<file path="src/logic/bms_map.svh">
// boot mode sequencer register map and timing constants
// assumes inclusion by bms_top and the testbench; definitions only
`ifndef BMS_MAP_SVH
`define BMS_MAP_SVH
`define BMS_CTRL_OFF 8'h00
`define BMS_STAT_OFF 8'h04
`define BMS_CMD_OFF 8'h08
`define BMS_STORE_OFF 8'h0c
`define BMS_CTRL_RST 32'h0000_0000
`define BMS_CTRL_DBG_EN_BIT 0
`define BMS_CTRL_PW_BIT 1
`define BMS_CTRL_PATCH_BIT 2
`define BMS_CTRL_GO_BIT 3
`define BMS_CMD_SWITCH 8'h01
`define BMS_CMD_UART_LOAD 8'h02
`define BMS_CMD_UART_RUN 8'h03
`define BMS_CMD_SLEEP 8'h10
`define BMS_CMD_BACKUP 8'h11
`define BMS_CMD_DEEP 8'h12
`define BMS_CMD_WAKE 8'h20
`define BMS_CHECK_WORD 32'h5a5a_c3c3
`define BMS_UART_BAUD 115200
`define BMS_CLK_HZ 100000000
`define BMS_UART_DIV ((`BMS_CLK_HZ + `BMS_UART_BAUD - 1) / `BMS_UART_BAUD)
`endif

</file>
<file path="src/logic/bms_pkg.sv">
// boot mode sequencer types
// assumes nothing beyond the map header
package bms_pkg;
  typedef enum logic [3:0] {
    BMS_ST_DEBUG = 4'h0,
    BMS_ST_PASSWD = 4'h1,
    BMS_ST_PATCH = 4'h2,
    BMS_ST_STRAP = 4'h3,
    BMS_ST_CHECK = 4'h4,
    BMS_ST_COPY = 4'h5,
    BMS_ST_SUM = 4'h6,
    BMS_ST_USER = 4'h7,
    BMS_ST_HOST = 4'h8,
    BMS_ST_APP = 4'h9,
    BMS_ST_TEST = 4'ha,
    BMS_ST_ERROR = 4'hb
  } bms_boot_t;
  typedef enum logic [1:0] {
    BMS_PW_ACTIVE = 2'h0,
    BMS_PW_SLEEP = 2'h1,
    BMS_PW_BACKUP = 2'h2,
    BMS_PW_DEEP = 2'h3
  } bms_pwr_t;
endpackage

</file>
<file path="src/logic/bms_ram.sv">
// program memory for the downloaded user image
// assumes single clock, synchronous write and registered read
`timescale 1ns/1ps
`default_nettype none
module bms_ram #(
  parameter int AW = 8
) (
  // clock
  input wire logic sys_clk_in,
  // write port
  input wire logic we_in,
  input wire logic [AW-1:0] waddr_in,
  input wire logic [31:0] wdata_in,
  // read port
  input wire logic [AW-1:0] raddr_in,
  output logic [31:0] rdata_out
);
  logic [31:0] mem [0:(1<<AW)-1];
  always_ff @(posedge sys_clk_in)
  begin
    if (we_in)
    begin
      mem[waddr_in] <= wdata_in;
    end
    rdata_out <= mem[raddr_in];
  end
endmodule // bms_ram
`default_nettype wire

</file>
<file path="src/logic/bms_top.sv">
// boot mode sequencer: debug gating, password, patches, strap decode,
// user image check/copy/checksum, operating mode and power state
// assumes the source store answers one word per cycle on store_rd_in
// the strap and debug pins come from pads and are synchronised here
//
// Contract
// - after reset, apply debug-enable setting to the debug port before firmware
// - stored password present restricts debug access to flash and ram
// - no stored password leaves the debug port enabled
// - adopt found patches after password check, only then sample straps (the patch state only waits one cycle and adopts nothing)
// - strap low and debug data low gives the unusable test mode
// - strap low and debug data high boots host-command mode
// - strap high reads the validation word from the source store
// - validation word mismatch falls back to host-command mode
// - validation word match copies the user program into internal memory
// - after copy compare computed checksum with stored checksum
// - checksums agree starts the user program
// - checksum mismatch locks in error until hardware reset
// - only the mode-switch command moves host mode to application-command mode
// - host may download and run a program over uart in host mode
// - three low-power states: sleep, backup, deep sleep
// - low-power states do not depend on operating mode
// - power states active, reset, and one low-power state
// - sleep only from active, wake only to active, no direct moves
// - host-command uart starts at 115.2 kbps, 8n1, no flow control
// - user or application mode stays until hardware reset
// - strap pin pulled up at start, open selects user path
//
// Local design decisions: the register addresses and the AXI4-Lite interface to the registers.
`timescale 1ns/1ps
`default_nettype none
`include "bms_map.svh"
module bms_top #(
  parameter int AW = 8,
  parameter int UART_DIV = `BMS_UART_DIV
) (
  // clock and reset
  input wire logic sys_clk_in,
  input wire logic sys_rst_in,
  // pads
  input wire logic boot_strap_pin_in,
  input wire logic dbg_data_pin_in,
  output logic strap_pullup_en_out,
  output logic dbg_port_en_out,
  output logic dbg_restrict_out,
  // source store (flash or i2c eeprom) word reader
  output logic store_rd_out,
  output logic [AW:0] store_addr_out,
  input wire logic store_rd_in,
  input wire logic [31:0] store_data_in,
  // status
  output bms_pkg::bms_boot_t boot_state_out,
  output bms_pkg::bms_pwr_t pwr_state_out,
  output logic cpu_run_out,
  output logic uart_tick_out,
  // axi4-lite slave
  input wire logic [7:0] s_awaddr,
  input wire logic s_awvalid,
  output logic s_awready,
  input wire logic [31:0] s_wdata,
  input wire logic [3:0] s_wstrb,
  input wire logic s_wvalid,
  output logic s_wready,
  output logic [1:0] s_bresp,
  output logic s_bvalid,
  input wire logic s_bready,
  input wire logic [7:0] s_araddr,
  input wire logic s_arvalid,
  output logic s_arready,
  output logic [31:0] s_rdata,
  output logic [1:0] s_rresp,
  output logic s_rvalid,
  input wire logic s_rready
);
  import bms_pkg::*;

  // refuse sizes the address, ram and 16-bit rate counter cannot serve
  generate
    if (AW < 2 || AW > 16 || UART_DIV < 2 || UART_DIV > 65536)
    begin : g_bad_params
      $error("bms_top: unsupported parameters");
    end
  endgenerate

  typedef struct packed {
    logic [1:0] strap_s;
    logic [1:0] dbg_s;
    bms_boot_t boot;
    bms_pwr_t pwr;
    logic dbg_en;
    logic restrict_r;
    logic strap_v;
    logic dbg_v;
    logic rd_pend;
    logic [AW:0] addr;
    logic [AW:0] len;
    logic [31:0] sum;
    logic [31:0] ctrl;
    logic [31:0] store;
    logic [7:0] cmd_res;
    logic [15:0] baud_cnt;
    logic aw_got;
    logic w_got;
    logic [7:0] aw_a;
    logic [31:0] w_d;
    logic w_s0;
    logic bvalid;
    logic rvalid;
    logic [31:0] rdata;
    logic [AW-1:0] ram_wa;
    logic [31:0] ram_wd;
    logic ram_we;
  } bms_state_t;

  bms_state_t st_r;
  bms_state_t st_nxt;
  logic [31:0] ram_q;
  logic wr_fire;
  logic [7:0] cmd;

  bms_ram #(.AW(AW)) u_ram (
    .sys_clk_in(sys_clk_in),
    .we_in(st_r.ram_we),
    .waddr_in(st_r.ram_wa),
    .wdata_in(st_r.ram_wd),
    .raddr_in(st_r.ram_wa),
    .rdata_out(ram_q)
  );

  assign wr_fire = st_r.aw_got && st_r.w_got && !st_r.bvalid;
  assign cmd = st_r.w_d[7:0];

  always_comb
  begin
    st_nxt = st_r;
    st_nxt.ram_we = 1'b0;
    st_nxt.strap_s = {st_r.strap_s[0], boot_strap_pin_in};
    st_nxt.dbg_s = {st_r.dbg_s[0], dbg_data_pin_in};
    // uart rate enable
    if (st_r.baud_cnt == 16'(UART_DIV - 1))
    begin
      st_nxt.baud_cnt = 16'h0000;
    end
    else
    begin
      st_nxt.baud_cnt = st_r.baud_cnt + 16'h0001;
    end
    // axi address and data capture
    if (s_awvalid && !st_r.aw_got)
    begin
      st_nxt.aw_got = 1'b1;
      st_nxt.aw_a = s_awaddr;
    end
    if (s_wvalid && !st_r.w_got)
    begin
      st_nxt.w_got = 1'b1;
      st_nxt.w_d = s_wdata;
      st_nxt.w_s0 = s_wstrb[0];
    end
    if (st_r.bvalid && s_bready)
    begin
      st_nxt.bvalid = 1'b0;
    end
    if (st_r.rvalid && s_rready)
    begin
      st_nxt.rvalid = 1'b0;
    end
    if (s_arvalid && !st_r.rvalid)
    begin
      st_nxt.rvalid = 1'b1;
      case (s_araddr)
        `BMS_CTRL_OFF: st_nxt.rdata = st_r.ctrl;
        `BMS_STAT_OFF: st_nxt.rdata = {8'h00, st_r.cmd_res, 7'h00, st_r.strap_v, st_r.dbg_v,
          st_r.restrict_r, st_r.pwr, st_r.boot};
        `BMS_STORE_OFF: st_nxt.rdata = st_r.store;
        default: st_nxt.rdata = 32'h0000_0000;
      endcase
    end
    if (wr_fire)
    begin
      st_nxt.aw_got = 1'b0;
      st_nxt.w_got = 1'b0;
      st_nxt.bvalid = 1'b1;
      case (st_r.aw_a)
        `BMS_CTRL_OFF:
        begin
          if (st_r.w_s0)
          begin
            st_nxt.ctrl[7:0] = st_r.w_d[7:0];
          end
        end
        `BMS_STORE_OFF:
        begin
          if (st_r.w_s0 && st_r.boot == BMS_ST_HOST)
          begin
            st_nxt.ram_we = 1'b1;
            st_nxt.ram_wa = st_r.len[AW-1:0];
            st_nxt.ram_wd = st_r.w_d;
            st_nxt.len = st_r.len + 1'b1;
            st_nxt.store = st_r.store + st_r.w_d;
          end
        end
        `BMS_CMD_OFF:
        begin
          st_nxt.cmd_res = 8'h00;
          if (cmd == `BMS_CMD_SWITCH && st_r.boot == BMS_ST_HOST)
          begin
            st_nxt.boot = BMS_ST_APP;
            st_nxt.cmd_res = cmd;
          end
          else if (cmd == `BMS_CMD_UART_RUN && st_r.boot == BMS_ST_HOST)
          begin
            st_nxt.boot = BMS_ST_USER;
            st_nxt.cmd_res = cmd;
          end
          else if (st_r.pwr == BMS_PW_ACTIVE && (cmd == `BMS_CMD_SLEEP || cmd == `BMS_CMD_BACKUP
            || cmd == `BMS_CMD_DEEP))
          begin
            st_nxt.pwr = bms_pwr_t'(cmd[1:0] + 2'h1);
            st_nxt.cmd_res = cmd;
          end
          else if (cmd == `BMS_CMD_WAKE && st_r.pwr != BMS_PW_ACTIVE)
          begin
            st_nxt.pwr = BMS_PW_ACTIVE;
            st_nxt.cmd_res = cmd;
          end
        end
        default: ;
      endcase
    end
    // boot sequence
    st_nxt.rd_pend = 1'b0;
    case (st_r.boot)
      BMS_ST_DEBUG:
      begin
        st_nxt.dbg_en = st_r.ctrl[`BMS_CTRL_DBG_EN_BIT];
        if (st_r.ctrl[`BMS_CTRL_GO_BIT])
        begin
          st_nxt.boot = BMS_ST_PASSWD;
        end
      end
      BMS_ST_PASSWD:
      begin
        if (st_r.ctrl[`BMS_CTRL_PW_BIT])
        begin
          st_nxt.restrict_r = 1'b1;
        end
        else
        begin
          st_nxt.dbg_en = 1'b1;
        end
        st_nxt.boot = BMS_ST_PATCH;
      end
      BMS_ST_PATCH:
      begin
        st_nxt.boot = BMS_ST_STRAP;
      end
      BMS_ST_STRAP:
      begin
        st_nxt.strap_v = st_r.strap_s[1];
        st_nxt.dbg_v = st_r.dbg_s[1];
        if (st_r.strap_s[1])
        begin
          st_nxt.boot = BMS_ST_CHECK;
          st_nxt.addr = '0;
        end
        else if (st_r.dbg_s[1])
        begin
          st_nxt.boot = BMS_ST_HOST;
        end
        else
        begin
          st_nxt.boot = BMS_ST_TEST;
        end
      end
      BMS_ST_CHECK:
      begin
        st_nxt.rd_pend = !store_rd_in;
        if (store_rd_in)
        begin
          // word 0 check word, word 1 length, then image, then checksum
          st_nxt.addr = st_r.addr + 1'b1;
          if (st_r.addr == '0)
          begin
            if (store_data_in != `BMS_CHECK_WORD)
            begin
              st_nxt.boot = BMS_ST_HOST;
            end
          end
          else
          begin
            st_nxt.len = store_data_in[AW:0];
            st_nxt.sum = 32'h0000_0000;
            st_nxt.boot = BMS_ST_COPY;
          end
        end
      end
      BMS_ST_COPY:
      begin
        st_nxt.rd_pend = !store_rd_in;
        if (store_rd_in)
        begin
          st_nxt.addr = st_r.addr + 1'b1;
          if (st_r.addr == st_r.len + 2)
          begin
            st_nxt.store = store_data_in;
            st_nxt.boot = BMS_ST_SUM;
          end
          else
          begin
            st_nxt.ram_we = 1'b1;
            st_nxt.ram_wa = AW'(st_r.addr - 2);
            st_nxt.ram_wd = store_data_in;
            st_nxt.sum = st_r.sum + store_data_in;
          end
        end
      end
      BMS_ST_SUM:
      begin
        st_nxt.boot = (st_r.sum == st_r.store) ? BMS_ST_USER : BMS_ST_ERROR;
      end
      default: ; // user, app, test and error hold until reset
    endcase
    // the checksum word itself needs no ram slot
    if (st_r.boot == BMS_ST_COPY && st_r.addr > AW'(1) && st_r.addr - 2 > (1 << AW) - 1
      && st_r.addr != st_r.len + 2)
    begin
      st_nxt.boot = BMS_ST_ERROR;
    end
  end

  always_ff @(posedge sys_clk_in or posedge sys_rst_in)
  begin
    if (sys_rst_in)
    begin
      st_r <= '0; // reset state
      st_r.ctrl <= `BMS_CTRL_RST;
      st_r.boot <= BMS_ST_DEBUG;
      st_r.pwr <= BMS_PW_ACTIVE;
    end
    else
    begin
      st_r <= st_nxt;
    end
  end

  assign strap_pullup_en_out = (st_r.boot <= BMS_ST_STRAP);
  assign dbg_port_en_out = st_r.dbg_en;
  assign dbg_restrict_out = st_r.restrict_r;
  assign store_rd_out = (st_r.boot == BMS_ST_CHECK || st_r.boot == BMS_ST_COPY);
  assign store_addr_out = st_r.addr;
  assign boot_state_out = st_r.boot;
  assign pwr_state_out = st_r.pwr;
  assign cpu_run_out = (st_r.boot == BMS_ST_USER) && (st_r.pwr == BMS_PW_ACTIVE);
  assign uart_tick_out = (st_r.baud_cnt == 16'h0000) && (st_r.boot == BMS_ST_HOST);
  assign s_awready = !st_r.aw_got;
  assign s_wready = !st_r.w_got;
  assign s_bvalid = st_r.bvalid;
  assign s_bresp = 2'b00;
  assign s_arready = !st_r.rvalid;
  assign s_rvalid = st_r.rvalid;
  assign s_rdata = st_r.rdata;
  assign s_rresp = 2'b00;

  chk_mismatch_to_host: assert property (@(posedge sys_clk_in) disable iff (sys_rst_in)
    st_r.boot == BMS_ST_CHECK && store_rd_in && st_r.addr == '0 && store_data_in != `BMS_CHECK_WORD
    |=> st_r.boot == BMS_ST_HOST) else $error("bad check word did not fall back");
  chk_error_sticks: assert property (@(posedge sys_clk_in) disable iff (sys_rst_in)
    st_r.boot == BMS_ST_ERROR |=> st_r.boot == BMS_ST_ERROR) else $error("error left");
  chk_lp_no_direct: assert property (@(posedge sys_clk_in) disable iff (sys_rst_in)
    st_r.pwr != BMS_PW_ACTIVE |=> st_r.pwr == $past(st_r.pwr) || st_r.pwr == BMS_PW_ACTIVE)
    else $error("direct low-power move");
  chk_strap_held: assert property (@(posedge sys_clk_in) disable iff (sys_rst_in)
    st_r.boot > BMS_ST_STRAP |=> $stable(st_r.strap_v) && $stable(st_r.dbg_v))
    else $error("strap changed");
  chk_test_mode: assert property (@(posedge sys_clk_in) disable iff (sys_rst_in)
    st_r.boot == BMS_ST_STRAP && !st_r.strap_s[1] && !st_r.dbg_s[1] |=> st_r.boot == BMS_ST_TEST)
    else $error("test mode missed");
  chk_host_boot: assert property (@(posedge sys_clk_in) disable iff (sys_rst_in)
    st_r.boot == BMS_ST_STRAP && !st_r.strap_s[1] && st_r.dbg_s[1] |=> st_r.boot == BMS_ST_HOST)
    else $error("host boot missed");
  chk_app_only_host: assert property (@(posedge sys_clk_in) disable iff (sys_rst_in)
    st_r.boot != BMS_ST_APP ##1 st_r.boot == BMS_ST_APP |-> $past(st_r.boot) == BMS_ST_HOST)
    else $error("app entered wrongly");
  chk_user_holds: assert property (@(posedge sys_clk_in) disable iff (sys_rst_in)
    st_r.boot == BMS_ST_USER || st_r.boot == BMS_ST_APP |=> $stable(st_r.boot))
    else $error("mode changed");
  chk_nopw_dbg: assert property (@(posedge sys_clk_in) disable iff (sys_rst_in)
    st_r.boot == BMS_ST_PASSWD && !st_r.ctrl[`BMS_CTRL_PW_BIT] |=> st_r.dbg_en && !st_r.restrict_r)
    else $error("debug not enabled");
  chk_sum_go: assert property (@(posedge sys_clk_in) disable iff (sys_rst_in)
    st_r.boot == BMS_ST_SUM && st_r.sum == st_r.store |=> ##1 cpu_run_out || st_r.pwr != BMS_PW_ACTIVE
    || $past(st_r.pwr) != BMS_PW_ACTIVE || st_r.boot == BMS_ST_USER)
    else $error("user not started");
  cov_user: cover property (@(posedge sys_clk_in) st_r.boot == BMS_ST_USER);
  cov_error: cover property (@(posedge sys_clk_in) st_r.boot == BMS_ST_ERROR);
  cov_app: cover property (@(posedge sys_clk_in) st_r.boot == BMS_ST_APP);
  cov_deep: cover property (@(posedge sys_clk_in) st_r.pwr == BMS_PW_DEEP);
endmodule // bms_top
`default_nettype wire

</file>
<file path="config.mk">
export PLATFORM = sky130hd
export DESIGN_NAME = bms_top
export DESIGN_NICKNAME = d
export VERILOG_FILES = /design/src/logic/bms_pkg.sv /design/src/logic/bms_ram.sv /design/src/logic/bms_top.sv
export VERILOG_INCLUDE_DIRS = /design/src /design/src/logic
export SDC_FILE = /design/constraint.sdc
export NUM_CORES = 1
export LEC_CHECK = 0
export ABC_AREA = 1
export BUFFER_PORTS_ARGS = -buffer_cell sky130_fd_sc_hd__buf_2
export CAP_MARGIN = 0
export CORE_MARGIN = 2
export CORE_UTILIZATION = 60
export CTS_CLUSTER_SIZE = 12
export DETAILED_ROUTE_END_ITERATION = 16
export MAX_ROUTING_LAYER = met4
export PLACE_DENSITY_LB_ADDON = 0.05
export SYNTH_ARGS = -nofsm -noshare
export SYNTH_HDL_FRONTEND = slang
export SYNTH_SLANG_ARGS = --single-unit
</file>
<file path="constraint.sdc">
create_clock -name sys_clk_in -period 8.4 [get_ports sys_clk_in]
set_input_delay 0.84 -clock sys_clk_in [delete_from_list [all_inputs] [get_ports sys_clk_in]]
set_output_delay 0.84 -clock sys_clk_in [all_outputs]
set_load 0.02 [all_outputs]
</file>
==> results of run 1 <==
worst min-delay path by stage:
stage                                startpoint             endpoint  slack (ps)  depth (start not counted)
after floorplan           st_nxt[268]$_DFF_PP0_  st_r[268]$_DFF_PP0_         330                          0
after global placement    st_nxt[268]$_DFF_PP0_  st_r[268]$_DFF_PP0_         330                          0
after detailed placement  st_nxt[268]$_DFF_PP0_  st_r[268]$_DFF_PP0_         340                          0
after CTS                 st_nxt[268]$_DFF_PP0_  st_r[268]$_DFF_PP0_         350                          0
after global routing      st_nxt[268]$_DFF_PP0_  st_r[268]$_DFF_PP0_         350                          0
final                     st_nxt[268]$_DFF_PP0_  st_r[268]$_DFF_PP0_         350                          0
cell families (layout without fill, tap and decap cells):
family | Yosys count | count (layout) | share of synthesized area (%)
buf+inv | 420 | 533 | 12.0
fa+ha+maj | 75 | 75 | 6.32
simple gates | 1209 | 1209 | 33.6
flops | 205 | 205 | 34.0
other cells | 1 | 4 | 0.0249
compound gates | 255 | 255 | 9.14
xor+xnor | 51 | 51 | 2.96
mux | 27 | 27 | 2.01
report_power, final:
group / internal [mW] / switching [mW] / total (mW)
registers: 1.10 / 0.0828 / 1.18
clock network: 0.717 / 0.432 / 1.15
logic: 0.379 / 0.699 / 1.08
cell type report:
class / instances / area, µm² / area share [%]
tap: 330 / 413 / 2.48
inverter: 336 / 1270 / 7.63
sequential: 205 / 5130 / 30.9
timing repair buffer: 155 / 793 / 4.77
clock buffer: 32 / 672 / 4.04
clock inverter: 10 / 190 / 1.14
multi-input combinational: 1621 / 8160 / 49.1
cells in the final DEF, fill, tap and decap left out, drive strengths merged, types with 13 or more instances in the layout:
master    n
clkbuf   32
nand3   169
mux2     26
nor2    211
ha       73
o22ai    13
or2      19
xnor2    37
nand4    34
dfrtp   205
inv     335
xor2     14
a21oi    95
buf     155
o21ai   114
nand2   708
nor3     41
routing by layer:
metal / part of all wire [%] / vias to the layer above / global-route usage [%]
met5: 0 / - / -
met4: 5.9 / 0 / 18.4
met3: 6.0 / 168 / 3.41
met2: 47 / 567 / 59.0
met1: 41 / 6822 / 44.5
li1: - / 7304 / -
sequential cells by signal (all words and copies together) (netlist names):
register	cells
boot_state_out	4
cmd	8
dbg_port_en_out	1
dbg_restrict_out	1
pwr_state_out	2
s_bvalid	1
s_rdata	32
s_rvalid	1
st_nxt	2
st_r	144
store_addr_out	9
critical path: cells and delay by family, from the launching register on:
kind / cells / cell delay [ps]
adders and majority gates: 1 / 180
buffers and inverters: 2 / 380
DFF: 1 / 430
and+or+nand+nor: 4 / 980
==> impl_metrics.py, run 1 <==
metrics = {
    "global_route": {
        "first_global_vias": 14315,
        "grt_pass1_wl_mm": 72.7,
        "grt_max_degree": 110,
        "grt_overflow_total": 0,
        "track_usage_pct": 35.9,
        "antenna_found_initial": 0,
    },
    "critical_path": {
        "cp_cell_sequence": "inv_1 > ha_1 > nand2_1 > nor3_1 > nand4_1 > nor4_1 > buf_2",
        "r2r_end": "st_r[152]$_DFF_PP0_",
        "endpoint_kind": "output pin",
        "cp_slowest_cell": "nor4_1",
        "cp-endpoint": "uart_tick_out",
        "cp_max_fo": 5,
        "reg2reg_slack_ps": 5280,
        "slowest_delay_ps": 680,
        "ff2ff_path_depth": 9,
        "reg2reg_from": "boot_state_out[0]$_DFF_PP0_",
        "crit_start": "st_r[118]$_DFF_PP0_",
        "path_class": "flip-flop to output pin",
        "arrival_ps": 2520,
        "worst_ep_required_time_ps": 7560,
        "critPathLaunchType": "flip-flop",
    },
    "logic_synthesis": {
        "yosysTopAreaCellShare_pct": 34.0,
        "synth_top_area_cell": "dfrtp_1",
        "synthTopCellsByArea": "dfrtp_1 (34%), nand2_1 (18%), inv_1 (8.3%)",
        "yosysMostFrequentCell": "nand2_1",
        "synth-main-ff-cell": "dfrtp_1",
        "synth_commonest_cells": "nand2_1 (707), inv_1 (332), nor2_1 (206), dfrtp_1 (205), nand3_1 (167)",
        "syn-cell-area_um2": 15100,
        "ys_seq_area_share_pct": 34.0,
        "synth.distinct_cells": 49,
        "postSynthCellCount": 2243,
        "synth-async-reset-ratio_pct": 100,
        "ys.warnings.count": 0,
        "synth-seq-cells": 205,
        "synth_edf_count": 0,
        "postSynthAreaPerCell_um2": 6.72,
    },
    "cts": {
        "cts_made_buffers": 25,
        "cts.reportedPaths.clkPinSlew_ps": 60,
        "clock_sinks": 205,
        "cts_tree": "yes",
        "clock-root-buffer": "clkbuf_16",
        "ctsResizeCount": 0,
        "htree_num_levels": 1,
        "cts_setup_buffers": 0,
        "clock_latency_ps": 550,
        "ctsLongestPathBuffers": 3,
        "hold_buffers": 0,
    },
    "timing": {
        "finalWorstSetupSlack_ps": 5040,
        "fin_tns_setup_ps": 0,
        "worst_pin_slew_ps": 1120,
        "hold_viol": 0,
        "post-route-period-util_pct": 40.0,
        "rsz0062_at_grt": "no",
        "fmax_mhz": 298,
        "finalSetupViolCount": 0,
        "period_minus_slack_ps": 3360,
        "skew_ps": 20.4,
        "relSlewSlack_pct": 25.1,
        "slew_viol_final": 0,
        "whs_ps": 352,
    },
    "die": {
        "die-area_um2": 26400,
        "placeableCoreArea_um2": 24900,
        "fp.dieW_um": 163,
        "initial_core_util_pct": 60.6,
        "die_h_um": 163,
        "num_io_pins": 156,
        "rows": 58,
    },
    "power_and_ir_drop": {
        "p_leak_nw": 9.20,
        "vdd_drop_max_uv": 203,
        "cellPowerDensity_nw_per_um2": 205,
        "p_total_mw": 3.41,
    },
    "hold_path": {
        "hp-class": "flip-flop to flip-flop",
    },
    "routing": {
        "vias": 14861,
        "antenna_left": 0,
        "wl_per_cell_um": 17.0,
        "drt-total-wl_mm": 45.7,
        "drtIter0Drc": 1238,
        "vias_per_cell": 5.53,
        "drc": 0,
        "firstDrtPassIters": 5,
    },
    "layout": {
        "synthToLayoutAreaGrowth_pct": 10.2,
        "final_cells": 2689,
        "nFillCells": 2231,
        "final_area_um2": 16600,
        "drive_gt1_share_pct": 10.6,
        "n_antenna_cell": 0,
        "final_util_pct": 66.8,
        "layout.nets": 2513,
    },
    "placement": {
        "placed_area_um2": 15800,
        "place.gp.congestion": 0.981,
        "dp_cells": 2647,
        "portBuffers": 148,
        "dp_slack_ps": 5140,
        "dp_hpwl_mm": 35.7,
    },
    "run": {
        "max_cap_violations": 0,
    },
    "outcome": {
        "status": "finished clean",
    },
}
Note: power is estimated with default switching activity, not from simulation.
==> inputs of run 2 (changes only) <==
--- a/config.mk
+++ b/config.mk
@@ -6,11 +6,11 @@
 export SDC_FILE = /design/constraint.sdc
 export NUM_CORES = 1
 export LEC_CHECK = 0
-export ABC_AREA = 1
+export ABC_AREA = 0
 export BUFFER_PORTS_ARGS = -buffer_cell sky130_fd_sc_hd__buf_2
 export CAP_MARGIN = 0
 export CORE_MARGIN = 2
-export CORE_UTILIZATION = 60
+export CORE_UTILIZATION = 59
 export CTS_CLUSTER_SIZE = 12
 export DETAILED_ROUTE_END_ITERATION = 16
 export MAX_ROUTING_LAYER = met4
==> constraint.sdc (replaced) <==
create_clock -name sys_clk_in -period 3.45 [get_ports sys_clk_in]
set_input_delay 0.345 -clock sys_clk_in [delete_from_list [all_inputs] [get_ports sys_clk_in]]
set_output_delay 0.345 -clock sys_clk_in [all_outputs]
set_load 0.02 [all_outputs]
==> run 2 against run 1 <==
Wire length is 29% lower; critical path depth is 5 higher; register-to-register slack worse by 5000 ps; synthesized cell count is 40% lower; non-clock buffer count is 17 higher; worst setup slack worse by 4800 ps; clock power is 100% higher; via count is 30% lower; sequential share of layout area is 5.2 points higher; total power is 130% higher; design area is 14% lower.
==> impl_metrics.py, run 2 <==
metrics = {
    "routing": {
        "antenna_left": 0,
        "wl_per_cell_um": 18.6,
        "drc": 0,
        "drtIter0Drc": 570,
        "drt-total-wl_mm": 32.4,
        "firstDrtPassIters": 5,
        "vias": 10398,
        "vias_per_cell": 5.98,
    },
    "logic_synthesis": {
        "synth-async-reset-ratio_pct": 100,
        "ys.warnings.count": 0,
        "synth-seq-cells": 205,
        "yosysMostFrequentCell": "dfrtp_1",
        "synthSimpleGateAreaFrac_pct": 15.2,
        "synth_edf_count": 0,
        "synthXorXnorAreaFrac_pct": 8.10,
        "postSynthCellCount": 1343,
        "ys_seq_area_share_pct": 40.2,
        "synth.distinct_cells": 81,
        "yosysTopAreaCellShare_pct": 40.2,
        "synth_top_area_cell": "dfrtp_1",
        "syn-cell-area_um2": 12800,
        "postSynthAreaPerCell_um2": 9.50,
        "synth_commonest_cells": "dfrtp_1 (205), nand2_1 (151), o21ai_0 (109), nor2_1 (86), xnor2_1 (74)",
        "synth_top_family_by_area": "compound AO/OA/AOI/OAI gates",
        "synth_compound_area_share_pct": 17.6,
        "synthTopCellsByArea": "dfrtp_1 (40%), ha_1 (7.2%), xnor2_1 (5.1%)",
        "synth-main-ff-cell": "dfrtp_1",
        "synthAdderAreaFrac_pct": 7.47,
        "synthMuxAreaShare_pct": 6.17,
    },
    "timing": {
        "skew_ps": 21.1,
        "post-route-period-util_pct": 92.1,
        "slew_viol_final": 0,
        "worst_pin_slew_ps": 1020,
        "fin_tns_setup_ps": 0,
        "period_minus_slack_ps": 3180,
        "whs_ps": 43.7,
        "rsz0062_at_grt": "no",
        "finalSetupViolCount": 0,
        "relSlewSlack_pct": 31.6,
        "hold_viol": 0,
        "fmax_mhz": 315,
    },
    "hold_path": {
        "min_path_cells": 2,
        "hp-class": "input port to flip-flop",
        "hold_end": "st_r[117]$_DFFE_PP0P_",
        "worstHoldStart": "s_awvalid",
    },
    "run": {
        "max_cap_violations": 0,
    },
    "cts": {
        "clock-root-buffer": "clkbuf_16",
        "cts_made_buffers": 23,
        "cts_setup_buffers": 0,
        "cts_tree": "yes",
        "clock_latency_ps": 520,
        "cts.reportedPaths.clkPinSlew_ps": 60,
        "htree_num_levels": 1,
        "clock_sinks": 205,
        "ctsLongestPathBuffers": 3,
    },
    "layout": {
        "final_common_cell": "dfrtp_1",
        "largest_reg_flops": 144,
        "synthToLayoutAreaGrowth_pct": 11.5,
        "layout.nets": 1619,
        "layout_common_cells": "dfrtp_1 (205), nand2_1 (151), buf_2 (148)",
        "final_cells": 1738,
        "n_antenna_cell": 0,
        "final_area_um2": 14200,
        "top_register": "st_r",
        "drive_gt1_share_pct": 19.8,
    },
    "global_route": {
        "track_usage_pct": 29.6,
        "grt_overflow_total": 0,
        "first_global_vias": 10102,
        "grt_pass1_wl_mm": 51.8,
        "grt_max_degree": 82,
        "antenna_found_initial": 0,
    },
    "power_and_ir_drop": {
        "cellPowerDensity_nw_per_um2": 550,
        "vdd_drop_max_uv": 478,
        "p_leak_nw": 6.51,
    },
    "die": {
        "die-area_um2": 22800,
        "num_io_pins": 156,
        "die_h_um": 151,
        "rows": 53,
        "placeableCoreArea_um2": 21200,
        "fp.dieW_um": 151,
        "initial_core_util_pct": 60.3,
    },
    "critical_path": {
        "reg2reg_slack_ps": 270,
        "reg2reg_from": "st_r[142]$_DFF_PP0_",
        "r2r_end": "st_r[170]$_DFF_PP0_",
        "path_class": "flip-flop to flip-flop",
        "arrival_ps": 3550,
        "ff2ff_path_depth": 12,
        "worst_ep_required_time_ps": 3820,
        "cp_max_fo": 5,
        "critPathLaunchType": "flip-flop",
        "endpoint_kind": "flip-flop",
    },
    "placement": {
        "place.gp.congestion": 0.927,
        "portBuffers": 148,
        "placed_area_um2": 13500,
        "dp_hpwl_mm": 24.2,
        "dp_cells": 1695,
    },
    "outcome": {
        "status": "finished clean",
    },
}
[run 2: final cells by class]
type,instances,area (µm²)
Multi-Input combinational cell,1018,6990
Fill cell,1787,6920
Sequential cell,205,5130
Timing Repair Buffer,172,958
Clock buffer,34,677
Tap cell,275,344
Inverter,30,116
Clock inverter,4,23.8
[run 2: cells by family after synthesis]
kind of cell / count (synthesis)
and+or+nand+nor: 402
adders and majority gates: 75
AOI/OAI and AO/OA: 347
other: 1
DFF: 205
xor gates and xnor gates: 118
buffers and inverters: 123
muxes: 72
[run 2: per-layer routing]
metal	up-vias	wire (µm)	GRT usage (%)
li1	4993	-	-
met1	5033	13800	37.7
met2	306	15900	50.2
met3	66	1850	3.98
met4	0	807	7.80
met5	-	0	-
[run 2: how the worst max path moves through the flow]
stage	end	startpoint	cells past startpoint	slack, ps
6_report	st_r[170]$_DFF_PP0_	st_r[142]$_DFF_PP0_	12	270
5_1_grt	st_r[170]$_DFF_PP0_	st_r[142]$_DFF_PP0_	12	60
4_1_cts	st_r[170]$_DFF_PP0_	st_r[142]$_DFF_PP0_	12	250
3_5_place_dp	st_r[170]$_DFF_PP0_	st_r[142]$_DFF_PP0_	12	270
3_3_place_gp	st_r[170]$_DFF_PP0_	st_r[142]$_DFF_PP0_	12	290
2_1_floorplan	boot_state_out[0]$_DFF_PP0_	sys_rst_in	1	450
[run 2: power breakdown]
part,internal [mW],switching (mW)
registers,2.69,0.261
logic,1.17,1.39
clock network,1.35,0.979
total,5.21,2.63
[run 2: through the flow]
stage / total power [mW] / utilization [%] / setup slack (ps)
floorplan: 4.90 / - / 447
global placement: 5.49 / 63.7 / 290
detailed placement: 5.52 / 63.7 / 273
CTS: 7.85 / 67.3 / 252
global route: 8.29 / 67.3 / 58.1
finish: 7.83 / 67.3 / 273
[run 2: critical path, stage by stage, from the launching register on]
cell,delay [ps]
dfrtp_1,440
ha_1,260
fa_2,380
a211oi_2,260
o21ai_1,140
a211oi_2,250
o21ai_2,140
o2bb2ai_1,180
a221o_1,410
a21o_1,210
a21oi_2,140
xor2_1,160
o21ai_1,70
[run 2: repair_timing]
action | in CTS | in global routing
hold endpoints to repair | 30 | 0
setup endpoints to repair | 0 | 1
hold buffers | 5 | 0
resized for setup | 0 | 1
